`src/ccr_cfg.svh`:
```
// register offsets, reset values and field positions of the charge counter readout
`ifndef CCR_CFG_SVH
`define CCR_CFG_SVH
// printed offsets are register indices; byte address is four times the index
`define CCR_IDX_B2_HIGH 8'h17
`define CCR_IDX_B2_LOW 8'h18
`define CCR_IDX_LIN_HIGH 8'h19
`define CCR_IDX_LIN_LOW 8'h1a
`define CCR_IDX_STATUS 8'h1b
`define CCR_RST_BYTE 8'h00
`define CCR_RST_COUNT 16'h0000
`define CCR_STAT_CAL_BIT 0
`define CCR_STAT_HOLD_B2_BIT 1
`define CCR_STAT_HOLD_LIN_BIT 2
`define CCR_HTRANS_NONSEQ 2'b10
`define CCR_HTRANS_SEQ 2'b11
`endif

```
`src/ccr_pkg.sv`:
```
// types shared by the charge counter readout
`default_nettype none
package ccr_pkg;
   typedef struct packed {
      logic [7:0] index;
      logic valid;
      logic write;
   } ccr_req_t;
   typedef struct packed {
      logic pulse;
      logic clear;
      logic hold;
   } ccr_cnt_ctl_t;
   typedef enum logic [2:0] {
      CCR_IDLE = 3'b001,
      CCR_READ = 3'b010,
      CCR_WRITE = 3'b100
   } ccr_phase_t;
endpackage : ccr_pkg
`default_nettype wire

```
`src/ccr_readout.sv`:
```
// charge counter readout: two 16-bit counters behind an AHB-Lite slave
// Functional notes
// - buck2 sleep counter, read-only, resets zero
// - linear counter counts linear pulses only in standalone mode
// - each counter split into high, low bytes
// - reading a counter register holds its updates; linear counter not held during calibration
// - pulses arriving during hold are lost
// - high-byte read snapshots low byte into shadow
// - low-byte read returns shadow value
// - calibration: linear counter counts 10MHz cycles
// - calibration result stays until counter clear
//
// Our own choice: register access over AHB-Lite.
`timescale 1ns/1ps
`default_nettype none
`include "ccr_cfg.svh"
module ccr_readout (
   input wire logic hclk,
   input wire logic hresetn,
   input wire logic hsel,
   input wire logic [31:0] haddr,
   input wire logic [1:0] htrans,
   input wire logic hwrite,
   input wire logic [2:0] hsize,
   input wire logic [31:0] hwdata,
   input wire logic hready,
   output logic [31:0] hrdata,
   output logic hreadyout,
   output logic hresp,
   input wire logic buck2_pulse,
   input wire logic sleep_mode_active,
   input wire logic linear_pulse,
   input wire logic standalone_linear_regulator,
   input wire logic cal_active,
   input wire logic cal_tick_10mhz,
   input wire logic counter_clear_event
);
   ////////////////////////////////////////////////////////////////////////////
   // address phase capture
   ccr_pkg::ccr_req_t req_reg;
   ccr_pkg::ccr_req_t req_next;
   ccr_pkg::ccr_phase_t phase_reg;
   ccr_pkg::ccr_phase_t phase_next;
   logic [31:0] hrdata_reg;
   logic [31:0] hrdata_next;
   wire logic take = hsel && hready &&
                     (htrans == `CCR_HTRANS_NONSEQ || htrans == `CCR_HTRANS_SEQ);
   wire logic word_ok = (haddr[1:0] == 2'b00) && (haddr[31:10] == 22'h000000);
   assign req_next.index = word_ok ? haddr[9:2] : 8'hff;
   assign req_next.valid = take;
   assign req_next.write = hwrite;
   assign phase_next = !take ? ccr_pkg::CCR_IDLE :
                       (hwrite ? ccr_pkg::CCR_WRITE : ccr_pkg::CCR_READ);
   ////////////////////////////////////////////////////////////////////////////
   // hold and snapshot decode; hold spans address and data phase only
   wire logic rd_now = take && !hwrite && word_ok;
   // misaligned or far reads still answer, with zero, so stale data never shows
   wire logic rd_any = take && !hwrite;
   wire logic rd_data = (phase_reg == ccr_pkg::CCR_READ);
   wire logic addr_b2 = rd_now && (haddr[9:2] == `CCR_IDX_B2_HIGH ||
                                   haddr[9:2] == `CCR_IDX_B2_LOW);
   wire logic addr_lin = rd_now && (haddr[9:2] == `CCR_IDX_LIN_HIGH ||
                                    haddr[9:2] == `CCR_IDX_LIN_LOW);
   wire logic data_b2 = rd_data && (req_reg.index == `CCR_IDX_B2_HIGH ||
                                    req_reg.index == `CCR_IDX_B2_LOW);
   wire logic data_lin = rd_data && (req_reg.index == `CCR_IDX_LIN_HIGH ||
                                     req_reg.index == `CCR_IDX_LIN_LOW);
   wire logic hold_b2 = addr_b2 || data_b2;
   wire logic hold_lin = addr_lin || data_lin;
   wire logic snap_b2 = rd_now && (haddr[9:2] == `CCR_IDX_B2_HIGH);
   wire logic snap_lin = rd_now && (haddr[9:2] == `CCR_IDX_LIN_HIGH);
   ////////////////////////////////////////////////////////////////////////////
   // calibration: clear at start, then count ticks; result kept until clear
   logic cal_d_reg;
   logic cal_done_reg;
   wire logic cal_start = cal_active && !cal_d_reg;
   // the fall cycle counts as done, else one stray pulse lands on the result
   wire logic lin_count_src = cal_active ? cal_tick_10mhz :
                              ((cal_done_reg || cal_d_reg) ? 1'b0 :
                               (linear_pulse && standalone_linear_regulator));
   ccr_pkg::ccr_cnt_ctl_t ctl_b2;
   ccr_pkg::ccr_cnt_ctl_t ctl_lin;
   assign ctl_b2.pulse = buck2_pulse && sleep_mode_active;
   assign ctl_b2.clear = counter_clear_event;
   assign ctl_b2.hold = hold_b2;
   assign ctl_lin.pulse = lin_count_src;
   assign ctl_lin.clear = counter_clear_event;
   // calibration result would be corrupted by a hold, so ticks are never held
   assign ctl_lin.hold = hold_lin && !cal_active;
   logic [15:0] b2_count;
   logic [7:0] b2_shadow;
   logic [15:0] lin_count;
   logic [7:0] lin_shadow;
   ccr_counter #(
      .WIDTH(16)
   ) u_b2 (
      .hclk(hclk),
      .hresetn(hresetn),
      .ctl(ctl_b2),
      .load(1'b0),
      .load_value(16'h0000),
      .snap_low(snap_b2),
      .count(b2_count),
      .shadow_low(b2_shadow)
   );
   ccr_counter #(
      .WIDTH(16)
   ) u_lin (
      .hclk(hclk),
      .hresetn(hresetn),
      .ctl(ctl_lin),
      .load(cal_start),
      .load_value(16'h0000),
      .snap_low(snap_lin),
      .count(lin_count),
      .shadow_low(lin_shadow)
   );
   ////////////////////////////////////////////////////////////////////////////
   // read mux, registered one cycle after address phase
   wire logic [7:0] status_byte = {5'b00000, hold_lin, hold_b2, cal_active};
   wire logic [7:0] rd_byte =
      (req_next.index == `CCR_IDX_B2_HIGH) ? b2_count[15:8] :
      (req_next.index == `CCR_IDX_B2_LOW) ? b2_shadow :
      (req_next.index == `CCR_IDX_LIN_HIGH) ? lin_count[15:8] :
      (req_next.index == `CCR_IDX_LIN_LOW) ? lin_shadow :
      (req_next.index == `CCR_IDX_STATUS) ? status_byte :
      8'h00;
   assign hrdata_next = rd_any ? {24'h000000, rd_byte} : hrdata_reg;
   always_ff @(posedge hclk or negedge hresetn) begin
      if (!hresetn) begin
         req_reg <= '0;
         phase_reg <= ccr_pkg::CCR_IDLE;
         hrdata_reg <= 32'h00000000;
         cal_d_reg <= 1'b0;
         cal_done_reg <= 1'b0;
      end else begin
         if (hready) begin
            req_reg <= req_next;
            phase_reg <= phase_next;
         end
         hrdata_reg <= hrdata_next;
         cal_d_reg <= cal_active;
         if (counter_clear_event) begin
            cal_done_reg <= 1'b0;
         end else if (cal_d_reg && !cal_active) begin
            cal_done_reg <= 1'b1;
         end
      end
   end
   assign hrdata = hrdata_reg;
   assign hreadyout = 1'b1;
   assign hresp = 1'b0;
endmodule : ccr_readout
`default_nettype wire

```
`src/ccr_counter.sv`:
```
// 16-bit charge counter with update hold and high-byte shadow of the low byte
`timescale 1ns/1ps
`default_nettype none
`include "ccr_cfg.svh"
module ccr_counter #(
   parameter int WIDTH = 16
) (
   input wire logic hclk,
   input wire logic hresetn,
   input wire ccr_pkg::ccr_cnt_ctl_t ctl,
   input wire logic load,
   input wire logic [WIDTH-1:0] load_value,
   input wire logic snap_low,
   output logic [WIDTH-1:0] count,
   output logic [7:0] shadow_low
);
   logic [WIDTH-1:0] count_reg;
   logic [WIDTH-1:0] count_next;
   logic [7:0] shadow_reg;
   // a pulse during a hold is dropped, never replayed later
   assign count_next = ctl.clear ? '0 :
                       load ? load_value :
                       (ctl.hold ? count_reg :
                        (ctl.pulse ? count_reg + 1'b1 : count_reg));
   always_ff @(posedge hclk or negedge hresetn) begin
      if (!hresetn) begin
         count_reg <= `CCR_RST_COUNT;
         shadow_reg <= `CCR_RST_BYTE;
      end else begin
         count_reg <= count_next;
         if (snap_low) begin
            shadow_reg <= count_reg[7:0];
         end
      end
   end
   assign count = count_reg;
   assign shadow_low = shadow_reg;
endmodule : ccr_counter
`default_nettype wire

```
`config.mk`:
```
export PLATFORM = sky130hd
export DESIGN_NAME = ccr_readout
export DESIGN_NICKNAME = d
export VERILOG_FILES = /design/src/ccr_pkg.sv /design/src/ccr_readout.sv /design/src/ccr_counter.sv
export VERILOG_INCLUDE_DIRS = /design/src
export SDC_FILE = /design/constraint.sdc
export NUM_CORES = 1
export LEC_CHECK = 0
export ABC_CLOCK_PERIOD_IN_PS = 5500
export BUFFER_PORTS_ARGS = -buffer_cell sky130_fd_sc_hd__buf_4
export CORE_MARGIN = 8
export CORE_UTILIZATION = 50
export CTS_CLUSTER_DIAMETER = 150
export DETAILED_ROUTE_END_ITERATION = 6
export PLACE_DENSITY = 0.8
export SETUP_SLACK_MARGIN = 0.4
export SLEW_MARGIN = 20
export SYNTH_ARGS = -nofsm -noshare
export SYNTH_HDL_FRONTEND = slang
export SYNTH_SLANG_ARGS = --single-unit
export TNS_END_PERCENT = 100
```
`constraint.sdc`:
```
create_clock -name hclk -period 5.5 [get_ports hclk]
set_input_delay 0.55 -clock hclk [delete_from_list [all_inputs] [get_ports hclk]]
set_output_delay 0.55 -clock hclk [all_outputs]
set_load 0.05 [all_outputs]
```
==> metrics <==
post-synth design cell area 4000 µm²; total leakage power 0.00193 µW; clock edge transition at the registers on the reported setup and hold paths 0.07 ns; clock skew 0.00990 ns; Initial Utilization 0.517; clock insertion delay at the later pin of the skew report 0.34 ns; Clk pwr share 0.358; initial antenna violation count 0; unrepaired setup endpoints after global routing false; via count 3,259; Tightest Pin Transition 0.889 ns; post-CTS setup buffer count 0; global router's overall resource usage 0.169; root buf cell clkbuf_8; Post-DP HPWL 7050 µm; asr flop ratio synth 1.00; Clock Path Buffers 2; final number of max-transition violations 0; Min Hold Slack 0.317 ns; floorplan die height 105 µm; Unique masters post-synth 49; class of the most critical hold timing path primary input to asynchronous set/reset pin; Die ar. 11,100 µm²; mean post-synth cell area 9.87 µm²; top post-synthesis cells by area dfrtp_1 43%, buf_4 4.9%, a21oi_1 4.6%; final design utilization 0.583; final hold vios 0; Port Buffer Count 52; via count of the first global-routing pass 3,248; global route overflow 0; area of the core 7730 µm²; number of warnings reported in the yosys synthesis log 0; H-tree depth reported by CTS 3; Most used DFF post-synth dfrtp_1; post-synthesis to final-layout area growth 12.6%; Internal Pwr Total 718 µW; flip-flop and latch count after synthesis 69; maximum frequency from static timing analysis 0.392 GHz; iteration count of the initial detailed-routing pass 4; relative slew slack 0.408; Period Utilization, post-route 0.464; element type at the critical path end register; switching pwr 262 µW; fraction of power spent switching nets 0.267; number of enable flip-flop cells after synthesis 0; pre-CTS setup slack 2.59 ns; max-cap violation count 0; biggest fanout along the worst timing path 9; post-route setup slack 2.95 ns; worst vdd rail ir drop 114 µV; number of DRC markers in iteration 0 206; Logic pwr share 0.117; mean routed wirelength per cell 16.8 µm; TNS Setup 0 ns; number of gates given a new drive strength after cts 0; FF+latch area 1730 µm²; nets@finish 532; number of remaining DRC errors 0; final design area excluding fillers 4500 µm²; register area share after synthesis 0.432; Inserted Diodes 0; result of the run finished, final reports clean; placed standard-cell area 4340 µm²; type of the worst setup path primary input to register; worst reg2reg path depth 5; Fillers 691; multi-input logic area 2040 µm²; Cells after Synth 405; Die Width 105 µm; clock period minus final worst setup slack 2.55 ns; clock buffer count from CTS 9; post-DR vias/cell 5.86; fraction of layout instances using a drive strength above 1 0.218; crit path DAT 2.78 ns; portion of synthesized cell area occupied by the leading cell type 0.426; nature of the critical path startpoint primary input; hold buffers post-CTS 0; CTS tree done; count of clock tree sinks 69; Setup violations, final 0; power density over cell area 218 nW/µm²; portion of total power attributed to sequential cells 0.525; total I/O pin count 115; data required time at the worst endpoint 5.72 ns; first-pass GRT wire length 15,400 µm; number of placement rows 32; library cell with the largest summed area after synthesis dfrtp_1; RD Place Congestion 0.810; final wirelength 9320 µm; Antenna Nets Post-Route 0; maximum number of pins on one net before global-route repair 70
-- final timing paths --
check | start | to | slack, ns
setup / recovery | haddr[7] | u_lin.shadow_low[0] | 2.95
hold reg to reg | phase_reg[0] | phase_reg[0] | 0.50
setup reg to reg | req_reg[7] | u_lin.count[1] | 3.11
max in group asynchronous | hresetn | u_b2.shadow_low[2] | 4.62
min in group hclk | hsel | phase_reg[0] | 0.38
hold / removal | hresetn | u_b2.count[15] | 0.32
-- layout make-up --
class | count | share of cell area
Clock buffer | 14 | 0.0339
Clock inverter | 2 | 0.00222
Inverter | 13 | 0.0108
Multi-Input combinational cell | 303 | 0.453
Sequential cell | 69 | 0.384
Tap cell | 102 | 0.0283
Timing Repair Buffer | 53 | 0.0884
-- worst max-delay path, cell delays in order --
cell     delay [ns]
buf_4          0.11
nor4b_1        0.45
nand2_1        0.15
or4_1          0.67
or2_1          0.48
mux2_4         0.36
-- power by group through the flow --
stage,registers [µW],logic (µW),clock network (µW)
2_1_floorplan,524,83.7,0
3_3_place_gp,524,111,0
3_5_place_dp,524,115,0
4_1_cts,515,115,362
5_1_grt,515,125,387
6_report,515,115,351
-- routing by layer --
metal,GRT usage,routed length (µm)
met4,0.0683,102
met2,0.263,4480
met1,0.216,4060
met3,0.0499,676
met5,0,0
-- synthesized netlist by cell type (4+ instances only) --
cell type	n
inv_1	13
nor3_1	9
a21oi_1	37
and4_1	10
mux2_4	8
o31ai_1	17
o21ai_0	15
nand2_1	24
or4_1	10
nand4b_1	4
or3_1	4
mux2i_1	11
a22oi_1	8
nand4_1	9
nor2b_1	4
clkbuf_1	12
dfrtp_1	68
buf_4	26
nand3_1	14
nand2b_1	7
nor2_1	27
o41ai_1	7
nor4_2	7
mux2_2	10
-- through the flow --
stage,cells,power [µW]
CTS,556,991
finish,556,980
global route,556,1030
detailed placement,540,639
floorplan,429,607
global placement,540,635
-- layout by cell type (no fill, tap or decap), types with 9 or more instances in the layout --
cell type / count
a21oi_1: 37
o31ai_1: 17
nand2_1: 24
buf_4: 53
and4_1: 10
mux2i_1: 11
o21ai_0: 14
clkbuf_8: 10
nor3_1: 9
conb_1: 26
inv_1: 13
dfrtp_1: 68
nand3_1: 14
nor2_1: 27
mux2_2: 10
nand4_1: 9
or4_1: 10
-- logic make-up after synthesis --
logic type                 after synthesis  synth area share
AOI/OAI and AO/OA                       96             0.157
xor gates and xnor gates                 2           0.00438
adders and majority gates                2           0.00626
buffers and inverters                   57            0.0807
DFF                                     69             0.432
muxes                                   31            0.0970
other                                    2           0.00188
and+or+nand+nor                        146             0.221
Note: power is estimated with default switching activity, not from simulation.
